$ cat src/uoi_pkg.sv
// Shared constants of the USB OTG interrupt flag block.
package uoi_pkg;
  // Register byte addresses on the bus.
  localparam logic [7:0] OFS_OTG_ENABLE = 8'h00;
  localparam logic [7:0] OFS_OTG_STATUS = 8'h04;
  localparam logic [7:0] OFS_EVENT_STATUS = 8'h08;
  localparam logic [7:0] OFS_EVENT_ENABLE = 8'h0C;
  localparam logic [7:0] OFS_CONTROL = 8'h10;
  // Event status and enable bit positions.
  localparam int B_STALL = 7;
  localparam int B_ATTACH = 6;
  localparam int B_RESUME = 5;
  localparam int B_IDLE = 4;
  localparam int B_TOKEN = 3;
  localparam int B_SOF = 2;
  localparam int B_ERRSUM = 1;
  localparam int B_RST_DET = 0;
  // OTG status and enable bit positions.
  localparam int B_ID = 7;
  localparam int B_MSTIMER = 6;
  localparam int B_LSTABLE = 5;
  localparam int B_ACTIVITY = 4;
  localparam int B_SESSVLD = 3;
  localparam int B_BSESSEND = 2;
  localparam int B_AVBUSVLD = 0;
  // Control register bit positions.
  localparam int B_HOST_MODE = 0;
  localparam int B_LOW_SPEED = 1;
  // Writable masks; unimplemented bits stay zero.
  localparam logic [7:0] OTG_MASK = 8'hFD;
  localparam logic [7:0] CTL_MASK = 8'h03;
  // Reset values.
  localparam logic [7:0] RST_REG = 8'h00;
  // Line states as {dp, dm}.
  localparam logic [1:0] LINE_SE0 = 2'h0;
  localparam logic [1:0] LINE_DP = 2'h2;
  localparam logic [1:0] LINE_DM = 2'h1;
  // Timing.
  localparam int CLK_MHZ = 200;
  localparam int T_KSTATE_NS = 2500;
  localparam int T_IDLE_NS = 3000000;
  localparam int T_MS_NS = 1000000;
  localparam int KSTATE_CYC = (T_KSTATE_NS * CLK_MHZ + 999) / 1000;
  localparam int IDLE_CYC = (T_IDLE_NS * CLK_MHZ + 999) / 1000;
  localparam int MS_CYC = (T_MS_NS * CLK_MHZ) / 1000;
  localparam int CNT_W = 20;
endpackage
$ cat src/uoi_flags.sv
// USB OTG interrupt status, enable and line timing logic with a Wishbone slave.
`timescale 1ns/1ps
`default_nettype none
module uoi_flags #(
  parameter int IDLE_CYC = uoi_pkg::IDLE_CYC,
  parameter int MS_CYC = uoi_pkg::MS_CYC,
  parameter int KSTATE_CYC = uoi_pkg::KSTATE_CYC
) (
  input wire logic core_clk, // Module clock, 200 MHz.
  input wire logic rst_b, // Asynchronous reset, active low.
  input wire logic wb_cyc_i, // Wishbone cycle.
  input wire logic wb_stb_i, // Wishbone strobe.
  input wire logic wb_we_i, // Wishbone write enable.
  input wire logic [7:0] wb_adr_i, // Wishbone byte address.
  input wire logic [3:0] wb_sel_i, // Wishbone byte selects.
  input wire logic [31:0] wb_dat_i, // Wishbone write data.
  output logic [31:0] wb_dat_o, // Wishbone read data.
  output logic wb_ack_o, // Wishbone acknowledge.
  input wire logic dp_i, // D+ line level, asynchronous.
  input wire logic dm_i, // D- line level, asynchronous.
  input wire logic id_i, // ID pin level, asynchronous.
  input wire logic a_vbus_vld_i, // A-device VBUS valid comparator, asynchronous.
  input wire logic sess_vld_i, // Session valid comparator, asynchronous.
  input wire logic b_sess_end_i, // B-device session end comparator, asynchronous.
  input wire logic stall_sent_i, // Pulse: STALL handshake sent.
  input wire logic token_done_i, // Pulse: token processing complete.
  input wire logic sof_i, // Pulse: SOF received or host SOF threshold.
  input wire logic [7:0] err_flags_i, // Error flag register contents.
  input wire logic [7:0] err_en_i, // Error enable register contents.
  output logic stat_advance_o, // Pulse: advance transfer-status FIFO.
  output logic irq_o // Level interrupt request.
);
  localparam int CW = uoi_pkg::CNT_W;
  localparam logic [CW-1:0] KS_C = CW'(KSTATE_CYC);
  localparam logic [CW-1:0] IDLE_C = CW'(IDLE_CYC);
  localparam logic [CW-1:0] MS_C = CW'(MS_CYC);
  localparam logic [CW-1:0] CNT_MAX = '1;

  if (IDLE_CYC >= 2 ** CW || MS_CYC >= 2 ** CW || KSTATE_CYC < 1 || MS_CYC < 1 ||
      IDLE_CYC < 1)
  begin : g_chk
    $error("Timing counts do not fit the line counter.");
  end

  typedef struct packed {
    logic ack;
    logic [7:0] dat;
    logic [1:0] ln_s1;
    logic [1:0] ln_s2;
    logic [3:0] otg_s1;
    logic [3:0] otg_s2;
    logic [3:0] otg_prev;
    logic [1:0] line_prev;
    logic [1:0] line_rec;
    logic [CW-1:0] cnt;
    logic [CW-1:0] ms_cnt;
    logic [7:0] otg_en;
    logic [7:0] otg_fl;
    logic [7:0] ev_en;
    logic [7:0] ev_fl;
    logic [7:0] ctl;
    logic err_sum;
    logic adv;
    logic irq;
  } uoi_state_t;

  uoi_state_t st_r;
  uoi_state_t st_nxt;

  logic host;
  logic [1:0] line;
  logic [1:0] j_line_state;
  logic [1:0] k_line_state;
  logic wr_req;
  logic rd_req;
  logic [7:0] wdat;
  logic [7:0] ev_rd;
  logic [7:0] en_rd;
  logic [7:0] ev_set;
  logic [7:0] otg_set;
  logic [3:0] otg_now;

  assign host = st_r.ctl[uoi_pkg::B_HOST_MODE];
  assign line = st_r.ln_s2;
  // Full speed idles with D+ high, low speed with D- high; K is the opposite.
  assign j_line_state = st_r.ctl[uoi_pkg::B_LOW_SPEED] ? uoi_pkg::LINE_DM : uoi_pkg::LINE_DP;
  assign k_line_state = st_r.ctl[uoi_pkg::B_LOW_SPEED] ? uoi_pkg::LINE_DP : uoi_pkg::LINE_DM;
  assign otg_now = st_r.otg_s2;
  assign wr_req = wb_cyc_i && wb_stb_i && !st_r.ack && wb_we_i && wb_sel_i[0];
  assign rd_req = wb_cyc_i && wb_stb_i && !st_r.ack && !wb_we_i;
  assign wdat = wb_dat_i[7:0];

  // Readable views: attach bits are hidden outside host mode.
  always_comb
  begin
    ev_rd = st_r.ev_fl;
    en_rd = st_r.ev_en;
    ev_rd[uoi_pkg::B_ERRSUM] = st_r.err_sum;
    if (!host)
    begin
      ev_rd[uoi_pkg::B_ATTACH] = 1'b0;
      en_rd[uoi_pkg::B_ATTACH] = 1'b0;
    end
  end

  // Hardware set terms for the event and OTG flags.
  always_comb
  begin
    ev_set = 8'h00;
    otg_set = 8'h00;
    ev_set[uoi_pkg::B_STALL] = stall_sent_i && !host;
    ev_set[uoi_pkg::B_RESUME] = line == k_line_state && st_r.cnt == KS_C;
    ev_set[uoi_pkg::B_IDLE] = line == j_line_state && st_r.cnt == IDLE_C;
    ev_set[uoi_pkg::B_TOKEN] = token_done_i;
    ev_set[uoi_pkg::B_SOF] = sof_i;
    // The counter passes the threshold once per SE0 episode, so the flag cannot
    // re-fire until SE0 has ended and started again.
    ev_set[uoi_pkg::B_RST_DET] = line == uoi_pkg::LINE_SE0 && st_r.cnt == KS_C;
    ev_set[uoi_pkg::B_ATTACH] = host && line != uoi_pkg::LINE_SE0 && st_r.cnt == KS_C;
    otg_set[uoi_pkg::B_ID] = otg_now[3] != st_r.otg_prev[3];
    otg_set[uoi_pkg::B_AVBUSVLD] = otg_now[2] != st_r.otg_prev[2];
    otg_set[uoi_pkg::B_SESSVLD] = otg_now[1] != st_r.otg_prev[1];
    otg_set[uoi_pkg::B_BSESSEND] = otg_now[0] != st_r.otg_prev[0];
    otg_set[uoi_pkg::B_ACTIVITY] = line != st_r.line_prev || otg_now != st_r.otg_prev;
    otg_set[uoi_pkg::B_MSTIMER] = st_r.ms_cnt == MS_C - CW'(1);
    otg_set[uoi_pkg::B_LSTABLE] = st_r.cnt == MS_C && line != st_r.line_rec;
  end

  always_comb
  begin
    st_nxt = st_r;
    st_nxt.ln_s1 = {dp_i, dm_i};
    st_nxt.ln_s2 = st_r.ln_s1;
    st_nxt.otg_s1 = {id_i, a_vbus_vld_i, sess_vld_i, b_sess_end_i};
    st_nxt.otg_s2 = st_r.otg_s1;
    st_nxt.otg_prev = otg_now;
    st_nxt.line_prev = line;
    if (line != st_r.line_prev)
    begin
      st_nxt.cnt = '0;
    end
    else if (st_r.cnt != CNT_MAX)
    begin
      st_nxt.cnt = st_r.cnt + CW'(1);
    end
    if (otg_set[uoi_pkg::B_LSTABLE])
    begin
      st_nxt.line_rec = line;
    end
    st_nxt.ms_cnt = otg_set[uoi_pkg::B_MSTIMER] ? '0 : st_r.ms_cnt + CW'(1);
    st_nxt.err_sum = |(err_flags_i & err_en_i);
    st_nxt.ack = wb_cyc_i && wb_stb_i && !st_r.ack;
    st_nxt.adv = 1'b0;
    // Set terms are merged after the clear so an event in the clearing cycle wins.
    st_nxt.ev_fl = st_r.ev_fl | ev_set;
    st_nxt.otg_fl = st_r.otg_fl | otg_set;
    if (wr_req)
    begin
      unique case (wb_adr_i)
        uoi_pkg::OFS_OTG_ENABLE: st_nxt.otg_en = wdat & uoi_pkg::OTG_MASK;
        uoi_pkg::OFS_OTG_STATUS:
          st_nxt.otg_fl = (st_r.otg_fl & ~wdat) | otg_set;
        uoi_pkg::OFS_EVENT_STATUS:
        begin
          st_nxt.ev_fl = (st_r.ev_fl & ~wdat) | ev_set;
          st_nxt.adv = wdat[uoi_pkg::B_TOKEN] && st_r.ev_fl[uoi_pkg::B_TOKEN];
        end
        uoi_pkg::OFS_EVENT_ENABLE: st_nxt.ev_en = wdat;
        uoi_pkg::OFS_CONTROL: st_nxt.ctl = wdat & uoi_pkg::CTL_MASK;
        default: st_nxt.ctl = st_r.ctl;
      endcase
    end
    st_nxt.ev_fl[uoi_pkg::B_ERRSUM] = 1'b0;
    st_nxt.otg_fl[1] = 1'b0;
    st_nxt.dat = 8'h00;
    if (rd_req)
    begin
      unique case (wb_adr_i)
        uoi_pkg::OFS_OTG_ENABLE: st_nxt.dat = st_r.otg_en;
        uoi_pkg::OFS_OTG_STATUS: st_nxt.dat = st_r.otg_fl;
        uoi_pkg::OFS_EVENT_STATUS: st_nxt.dat = ev_rd;
        uoi_pkg::OFS_EVENT_ENABLE: st_nxt.dat = en_rd;
        uoi_pkg::OFS_CONTROL: st_nxt.dat = st_r.ctl;
        default: st_nxt.dat = 8'h00;
      endcase
    end
    st_nxt.irq = |(ev_rd & en_rd) || |(st_r.otg_fl & st_r.otg_en);
  end

  always_ff @(posedge core_clk or negedge rst_b)
  begin
    if (!rst_b)
    begin
      st_r <= '0;
    end
    else
    begin
      st_r <= st_nxt;
    end
  end

  assign wb_dat_o = {24'h000000, st_r.dat};
  assign wb_ack_o = st_r.ack;
  assign stat_advance_o = st_r.adv;
  assign irq_o = st_r.irq;
endmodule // uoi_flags
`default_nettype wire

$ cat config.mk
export PLATFORM = sky130hd
export DESIGN_NAME = uoi_flags
export DESIGN_NICKNAME = d
export VERILOG_FILES = /design/src/uoi_pkg.sv /design/src/uoi_flags.sv
export SDC_FILE = /design/constraint.sdc
export NUM_CORES = 1
export LEC_CHECK = 0
export ABC_AREA = 1
export BUFFER_PORTS_ARGS = -buffer_cell sky130_fd_sc_hd__buf_2
export CORE_MARGIN = 5
export CORE_UTILIZATION = 55
export CTS_CLUSTER_SIZE = 30
export DETAILED_ROUTE_END_ITERATION = 7
export PLACE_DENSITY = 0.8
export SKIP_CTS_REPAIR_TIMING = 1
export SLEW_MARGIN = 20
export SYNTH_ARGS = -nofsm -noshare
export SYNTH_HDL_FRONTEND = slang
export SYNTH_SLANG_ARGS = --single-unit
$ cat constraint.sdc
create_clock -name core_clk -period 5.05 [get_ports core_clk]
set_input_delay 1.01 -clock core_clk [delete_from_list [all_inputs] [get_ports core_clk]]
set_output_delay 1.01 -clock core_clk [all_outputs]
set_load 0.05 [all_outputs]
==> run_results.csv, run 1 <==
group,metric,value,unit
cells_and_area,drive_above_1_share,0.125,
cells_and_area,final_common_cell,"nand2_1",
yosys,syn_area_per_cell,7.80,um2
route,viasPerCell,5.11,
worst_hold_path,hold_class,"reg2reg",
floorplan,die_h,110,um
placed_design,dpl.hpwl,8960,um
sta,worst_pin_slew,0.955,ns
clock_tree,cts_max_path_buffers,2,
yosys,netlist_area,5470,um2
global_route,gr-usage-all-layers,0.211,
route,highest_layer,"met4",
global_route,grt_pass1_vias,4315,
floorplan,coreArea,9730,um2
critical_path,path_class,"reg2reg",
cells_and_area,n_antenna_cell,0,
critical_path,path_buf_inv,0,
route,drt_pass1_iterations,7,
yosys,synth_seq_area_share,0.471,
route,totalWireLength,11900,um
sta,rsz0062_at_grt,"false",
yosys,ys.flop_type,"dfrtp_1",
yosys,synth_seq_cells,103,
sta,finalWorstSetupSlack,2.23,ns
yosys,yosys.area.top_type,"dfrtp_1",
sta,final_hold_viol_count,0,
global_route,overflow,0,
clock_tree,cts_tree,"yes",
critical_path,crit_arrival,3.07,ns
sta,fin_crit,2.82,ns
sta,relSlewSlack,0.363,
global_route,grt_max_degree,65,
route,wl_met3,846,um
yosys,synthCells,702,
global_route,grt_pass1_wl,19800,um
route,wl_met2,5510,um
pwr,powerDensity,259,nW/um2
floorplan,rows,36,
yosys,synth_top_area_frac,0.471,
clock_tree,cts_buffers,9,
yosys,synth_edf_count,0,
critical_path,crit_family,"simple AND/OR/NAND/NOR gates",
placed_design,place_ws,2.23,ns
placed_design,gp_congestion,0.959,
sta,skew,0.0134,ns
route,wl_per_cell,13.3,um
pwr,vdd_ir_drop_max,0.232,mV
critical_path,cp_max_fo,22,
sta,period_share,0.559,
clock_tree,root_buffer,"clkbuf_8",
critical_path,cp-start-kind,"register",
critical_path,path_cells,"or2_2 -> a21oi_2 -> nand3_1 -> nand3_1 -> nand2_1",
clock_tree,clock-sinks,103,
route,drt-initial-drc-count,402,
route,drtAntennaViolNets,0,
outcome,status,"completed",
cells_and_area,mostFrequentLayoutCells,"nand2_1, dfrtp_1, nor2_1",
critical_path,cp-end-kind,"register",
floorplan,dieWidth,110,um
global_route,antenna_found_initial,0,
yosys,netlist_top_cells_area,"dfrtp_1, nand2_1, nor2_1, nand3_1, inv_1",
route,drcViolationCount,0,
critical_path,slowest_stage,"nand3_1",
yosys,async_flop_share,1.00,
cells_and_area,syn_to_final_growth,8.78,%
critical_path,max_stage_delay,0.83,ns
floorplan,num_io_pins,109,
critical_path,crit_required,5.30,ns
pwr,p_leak,2.93,nW
floorplan,die_area,12000,um2
placed_design,io_buffers,57,
clock_tree,insertion_delay,0.38,ns
cells_and_area,fin_nets,830,
pwr,power,0.00154,W
sta,fin_tns_setup,0,ns
yosys,yosysUniqueCellTypes,35,
sta,finalSetupViolCount,0,
route,vias,4556,
run,maxCapViolations,0,
floorplan,start_util,0.563,
critical_path,crit_path_frequent_cell,"nand3_1",
yosys,ys_warn_count,0,
clock_tree,clk_pin_slew,0.09,ns
route,met1Wirelength,5330,um
sta,fmax,354,MHz
sta,slew_viol_final,0,
clock_tree,htree_levels,3,
final cells by class:
cell class,count,area [um2]
Sequential cell,103,2580
Fill cell,863,3780
Multi-Input combinational cell,514,2430
Inverter,66,248
Tap cell,133,166
Clock buffer,12,155
Clock inverter,4,77.6
Timing Repair Buffer,59,303
layer usage:
layer  GRT usage  vias up
met5           0        -
met4      0.0561        0
met3      0.0575       20
met2       0.335      154
met1       0.286     2100
li1            -     2282
kinds of logic after synthesis:
family / after synthesis / share of synthesized area
buffers and inverters: 108 / 0.102
xor gates and xnor gates: 20 / 0.0320
and+or+nand+nor: 419 / 0.335
adders and majority gates: 3 / 0.00686
DFF: 103 / 0.471
other: 1 / 0.000685
AOI/OAI and AO/OA: 48 / 0.0526
cell usage after synthesis, types with 6 or more instances:
cell type	n
nand2_1	208
dfrtp_1	103
nor2_1	88
inv_1	66
nand3_1	64
buf_4	32
o21ai_0	32
nand4_1	23
xor2_1	13
nor3_1	9
xnor2_1	7
buf_2	6
power breakdown:
group	switching, W	internal, W
Sequential	0.00000843	0.000835
Combinational	0.0000891	0.0000263
Clock	0.000276	0.000308
Total	0.000373	0.00117
per-stage QoR:
stage,cell area [um2],util,std cells,hold slack (ns)
2_1_floorplan,5560,-,725,0.331
3_3_place_gp,5720,0.588,875,0.336
3_5_place_dp,5720,0.588,875,0.336
4_1_cts,5950,0.612,891,0.355
5_1_grt,5950,0.612,891,0.366
6_report,5950,0.612,891,0.346
flip-flops by register name, indices dropped and copies added, names as in the netlist:
register	flops
irq_o	1
host	1
line	2
wb_ack_o	1
st_nxt	6
stat_advance_o	1
st_r	65
otg_now	4
en_rd	7
ev_rd	7
wb_dat_o	8
path summary, 6_finish.rpt:
check                                 from         end  slack [ns]  cells past startpoint
worst max-delay path               line[0]    st_r[64]        2.23                      5
worst min-delay path            st_nxt[94]  otg_now[3]        0.35                      0
worst max register to register     line[0]    st_r[64]        2.23                      5
worst min register to register  st_nxt[94]  otg_now[3]        0.35                      0
max in group asynchronous            rst_b    st_r[86]        3.34                      2
min in group asynchronous            rst_b    st_r[71]        0.71                      1
Note: power is estimated with default switching activity, not from simulation.
==> run 2, diff against run 1 <==
Settings changed: ABC_AREA 1 to 0.
Clock period 5.05 ns to 2.91 ns, I/O delays scaled along.
==> run_results.csv, run 2 <==
group,metric,value,unit
yosys,synth-compound-area-share,0.113,
global_route,overflow,0,
route,drcViolationCount,0,
run,maxCapViolations,0,
sta,slew_viol_final,0,
sta,relSlewSlack,0.396,
floorplan,start_util,0.561,
pwr,p_seq_frac,0.572,
sta,fin_tns_setup,0,ns
yosys,synthMostInstantiatedCell,"dfrtp_1",
yosys,synthSimpleGateAreaFrac,0.200,
yosys,netlist_area,5140,um2
global_route,grt_pass1_vias,3779,
global_route,antenna_found_initial,0,
critical_path,cp-start-kind,"register",
worst_hold_path,hold_class,"in2async",
critical_path,path_class,"reg2reg",
pwr,p_sw,0.000718,W
floorplan,num_io_pins,109,
floorplan,dieWidth,107,um
yosys,netlist_top_cells_count,"dfrtp_1, buf_4, nand2_1, nor2_1",
yosys,ys_warn_count,0,
global_route,gr-usage-all-layers,0.194,
clock_tree,clock-sinks,103,
yosys,synth_top_area_frac,0.502,
cells_and_area,fin_nets,607,
yosys,synth_xor_area_frac,0.0392,
route,drtAntennaViolNets,0,
critical_path,cp-end-kind,"register",
yosys,async_flop_share,1.00,
critical_path,cp_max_fo,7,
sta,finalWorstSetupSlack,0.862,ns
cells_and_area,final_util,0.611,
sta,fmax,488,MHz
pwr,powerDensity,458,nW/um2
yosys,yosys.area.top_type,"dfrtp_1",
yosys,synthCells,482,
clock_tree,cts_max_path_buffers,2,
outcome,status,"completed",
clock_tree,htree_levels,3,
yosys,synthAdderAreaFrac,0.00731,
placed_design,dpl.hpwl,7590,um
route,wl_per_cell,16.4,um
yosys,synth_seq_area_share,0.502,
cells_and_area,drive_above_1_share,0.219,
cells_and_area,n_antenna_cell,0,
route,viasPerCell,6.05,
floorplan,die_h,107,um
yosys,netlist_top_cells_area,"dfrtp_1, mux2_2, buf_4, a21oi_1, nand3_1",
placed_design,gp_congestion,0.884,
yosys,yosysUniqueCellTypes,56,
floorplan,coreArea,9150,um2
clock_tree,clk_pin_slew,0.11,ns
yosys,synth_mux_area_frac,0.0643,
sta,skew,0.0140,ns
sta,rsz0062_at_grt,"false",
yosys,ys.flop_type,"dfrtp_1",
clock_tree,insertion_delay,0.37,ns
placed_design,place_ws,0.724,ns
yosys,synth_top_family_by_area,"simple AND/OR/NAND/NOR gates",
route,drt-initial-drc-count,276,
pwr,switching_share,0.280,
cells_and_area,top_register,"st_r",
cells_and_area,final_common_cell,"dfrtp_1",
critical_path,crit_arrival,2.35,ns
global_route,grt_max_degree,44,
yosys,synth_seq_cells,103,
route,vias,3909,
cells_and_area,largest_reg_flops,65,
sta,final_hold_viol_count,0,
placed_design,io_buffers,57,
floorplan,rows,35,
pwr,clockPowerShare,0.341,
global_route,grt_pass1_wl,18000,um
pwr,p_leak,2.47,nW
sta,fin_crit,2.05,ns
route,drt_pass1_iterations,5,
cells_and_area,mostFrequentLayoutCells,"dfrtp_1, buf_2, nand2_1",
clock_tree,cts_buffers,9,
cells_and_area,syn_to_final_growth,8.94,%
critical_path,crit_required,3.21,ns
yosys,synth_edf_count,0,
pwr,p_int,0.00184,W
clock_tree,root_buffer,"clkbuf_8",
route,totalWireLength,10600,um
pwr,pwr-share-comb,0.086,
sta,period_share,0.704,
yosys,syn_area_per_cell,10.7,um2
sta,worst_pin_slew,0.898,ns
sta,finalSetupViolCount,0,
floorplan,die_area,11400,um2
pwr,vdd_ir_drop_max,0.280,mV
clock_tree,cts_tree,"yes",
run 2: cell count changes after synthesis, moves of 7 or more:
cell / change
nand4b_1: +8
nor4_1: +8
nor2_1: -63
nand3_1: -40
a22oi_1: +13
nand2_1: -180
o21ai_0: -13
mux2_2: +24
or4_1: +9
nand4_1: -9
a21oi_1: +24
inv_1: -55
or3_1: +7
clkbuf_1: +9
run 2: through the flow:
step | hold slack [ns] | power, W | cells | instance area, um2
floorplan | 0.286 | 0.00166 | 505 | 5220
global placement | 0.333 | 0.00171 | 630 | 5400
finish | 0.180 | 0.00256 | 646 | 5600
global route | 0.218 | 0.00266 | 646 | 5600
CTS | 0.188 | 0.00258 | 646 | 5600
detailed placement | 0.336 | 0.00172 | 630 | 5400
run 2: power groups by stage:
stage	Combinational, W	Clock (W)	Sequential, W
after global placement	0.000217	0	0.00149
after floorplan	0.000162	0	0.00149
after global routing	0.000243	0.000948	0.00147
after CTS	0.000223	0.000887	0.00147
final	0.000221	0.000874	0.00147
after detailed placement	0.000222	0	0.00149
run 2: path summary, 6_finish.rpt:
kind                              startpoint         end  cells after the start  slack [ns]
max in group asynchronous              rst_b    st_r[73]                      2        2.01
worst max-delay path                st_r[63]    st_r[81]                      5        0.86
min in group core_clk           b_sess_end_i  st_nxt[91]                      1        0.31
worst min register to register   st_nxt[100]     line[1]                      0        0.36
worst min-delay path                   rst_b    st_r[45]                      1        0.18
worst max register to register      st_r[63]    st_r[81]                      5        0.86
run 2: layout make-up:
cell class	instances	area, um2
clock buffer	10	128
clock inverter	6	67.6
fill	743	3560
inverter	11	41.3
multi-input combinational	339	2280
sequential	103	2580
tap	111	139
timing repair buffer	66	368
run 2: routing by layer:
metal | track usage | share of wire | vias to the layer above
met3 | 0.0271 | 0.070 | 16
met1 | 0.264 | 0.43 | 1906
met4 | 0.0795 | 0.015 | 0
met2 | 0.314 | 0.49 | 166
li1 | - | - | 1821
met5 | 0 | 0 | -
run 2: logic make-up (layout without fill, tap and decap cells):
group / count (synthesis) / in the layout
buf+inv: 63 / 93
flops: 103 / 103
other cells: 1 / 24
mux: 30 / 30
fa+ha+maj: 3 / 3
xor+xnor: 23 / 23
compound gates: 88 / 88
simple gates: 171 / 171
run 2: critical path, stage by stage (launching register included):
cell and delay, ns:
dfrtp_1 0.43, ha_1 0.20, nand2_1 0.17, or3_1 0.52
or4_1 0.50, a21oi_1 0.16
==> run 3, diff against run 2 <==
Settings changed: CORE_UTILIZATION 55 to 49, PLACE_DENSITY 0.8 to 0.76.
Clock period 2.91 ns to 1.7 ns, I/O delays scaled along.
==> run_results.csv, run 3 (synthesized netlist as in run 2, its figures left out) <==
group,metric,value,unit
route,drt-initial-drc-count,215,
route,wl_per_cell,16.4,um
global_route,grt_max_degree,42,
sta,final_hold_viol_count,0,
clock_tree,cts_tree,"yes",
critical_path,crit_arrival,2.09,ns
clock_tree,cts_max_path_buffers,2,
critical_path,max_stage_delay,0.50,ns
critical_path,path_cells,"nand4_1 -> or3_4 -> or4_4 -> a21oi_2",
pwr,vdd_ir_drop_max,0.373,mV
critical_path,path_buf_inv,0,
cells_and_area,final_common_cell,"dfrtp_1",
cells_and_area,largest_reg_flops,65,
sta,rsz0062_at_grt,"true",
route,viasPerCell,5.67,
sta,fmax,561,MHz
worst_hold_path,hold_class,"in2reg",
floorplan,dieWidth,112,um
route,totalWireLength,11900,um
critical_path,cp-start-kind,"register",
critical_path,slowest_stage,"or4_4",
global_route,grt_pass1_vias,3890,
clock_tree,cts_buffers,9,
cells_and_area,top_register,"st_r",
placed_design,dpl.cell_count,702,
sta,fin_crit,1.78,ns
clock_tree,insertion_delay,0.38,ns
cells_and_area,drive_above_1_share,0.371,
placed_design,place_ws,-0.223,ns
cells_and_area,final_cell_count_no_fill,724,
sta,skew,0.00667,ns
clock_tree,htree_levels,3,
route,drcViolationCount,0,
critical_path,crit_required,2.01,ns
pwr,powerDensity,705,nW/um2
cells_and_area,n_antenna_cell,0,
run,maxCapViolations,0,
cells_and_area,mostFrequentLayoutCells,"dfrtp_1, buf_2, buf_4",
floorplan,die_h,112,um
floorplan,rows,37,
clock_tree,clk_pin_slew,0.10,ns
critical_path,regToRegSetupSlack,-0.08,ns
outcome,status,"finished with violations",
critical_path,path_class,"reg2reg",
pwr,p_leak,2.79,nW
route,drtAntennaViolNets,0,
sta,finalSetupViolCount,6,
critical_path,crit_family,"simple AND/OR/NAND/NOR gates",
global_route,antenna_found_initial,0,
outcome,violations,"negative setup slack",
floorplan,die_area,12600,um2
sta,fin_tns_setup,-0.257,ns
critical_path,cp_max_fo,5,
sta,slew_viol_final,0,
cells_and_area,fin_nets,660,
placed_design,gp_congestion,0.868,
route,vias,4107,
global_route,gr-usage-all-layers,0.183,
global_route,overflow,0,
sta,period_share,1.05,
clock_tree,root_buffer,"clkbuf_8",
placed_design,io_buffers,57,
global_route,grt_pass1_wl,18800,um
clock_tree,clock-sinks,103,
floorplan,coreArea,10300,um2
cells_and_area,syn_to_final_growth,23.2,%
critical_path,cp-end-kind,"register",
floorplan,start_util,0.500,
floorplan,num_io_pins,109,
sta,finalWorstSetupSlack,-0.0829,ns
route,drt_pass1_iterations,5,
placed_design,dpl.hpwl,8380,um
## run 3: changes by cell type in the layout (fill, tap and decap cells not counted), moves of 6 or more
cell	before	now
a21oi_1	24	18
a21oi_2	0	6
buf_4	9	55
dfrtp_1	103	94
dfrtp_2	0	9
or4_1	9	3
or4_4	0	6
## run 3: area by class of cell
| cell class | count | area, um2 |
|---|---|---|
| clock buffer | 10 | 138 |
| tap | 136 | 170 |
| sequential | 103 | 2590 |
| multi-input combinational | 340 | 2520 |
| fill | 798 | 3950 |
| clock inverter | 6 | 66.3 |
| timing repair buffer | 118 | 806 |
| inverter | 11 | 41.3 |
## run 3: power breakdown
group,switching (W),internal [W],total [W]
registers,0.0000232,0.00248,0.00251
clock network,0.000917,0.000610,0.00153
logic,0.000301,0.000129,0.000430
total,0.00124,0.00322,0.00446
## run 3: path summary, 6_finish.rpt
path | start | end | depth (start not counted)
max in group asynchronous | rst_b | st_r[65] | 3
max | st_r[73] | st_r[80] | 4
min | id_i | st_nxt[94] | 1
max reg2reg | st_r[73] | st_r[80] | 4
min in group asynchronous | rst_b | st_nxt[94] | 2
min reg2reg | st_nxt[93] | otg_now[2] | 0
## run 3: worst reg2reg max path, stage by stage (launching register included)
cell,delay (ns)
dfrtp_1,0.42
nand4_1,0.19
or3_4,0.45
or4_4,0.50
a21oi_2,0.15
## run 3: per-stage QoR
step	hold slack [ns]	power [W]	cell area [um2]	util
floorplan	0.0444	0.00285	5350	-
global placement	0.281	0.00296	5870	0.571
global route	0.0330	0.00465	6330	0.616
detailed placement	0.286	0.00297	5870	0.571
finish	0.0541	0.00446	6330	0.616
CTS	-0.143	0.00450	6080	0.591
## run 3: per-layer routing
metal  track usage  vias up  part of all wire
met5             0        -                 0
met4        0.0577        0             0.017
met3        0.0426       20             0.054
met2         0.298      122              0.50
met1         0.245     2034              0.43
li1              -     1931                 -
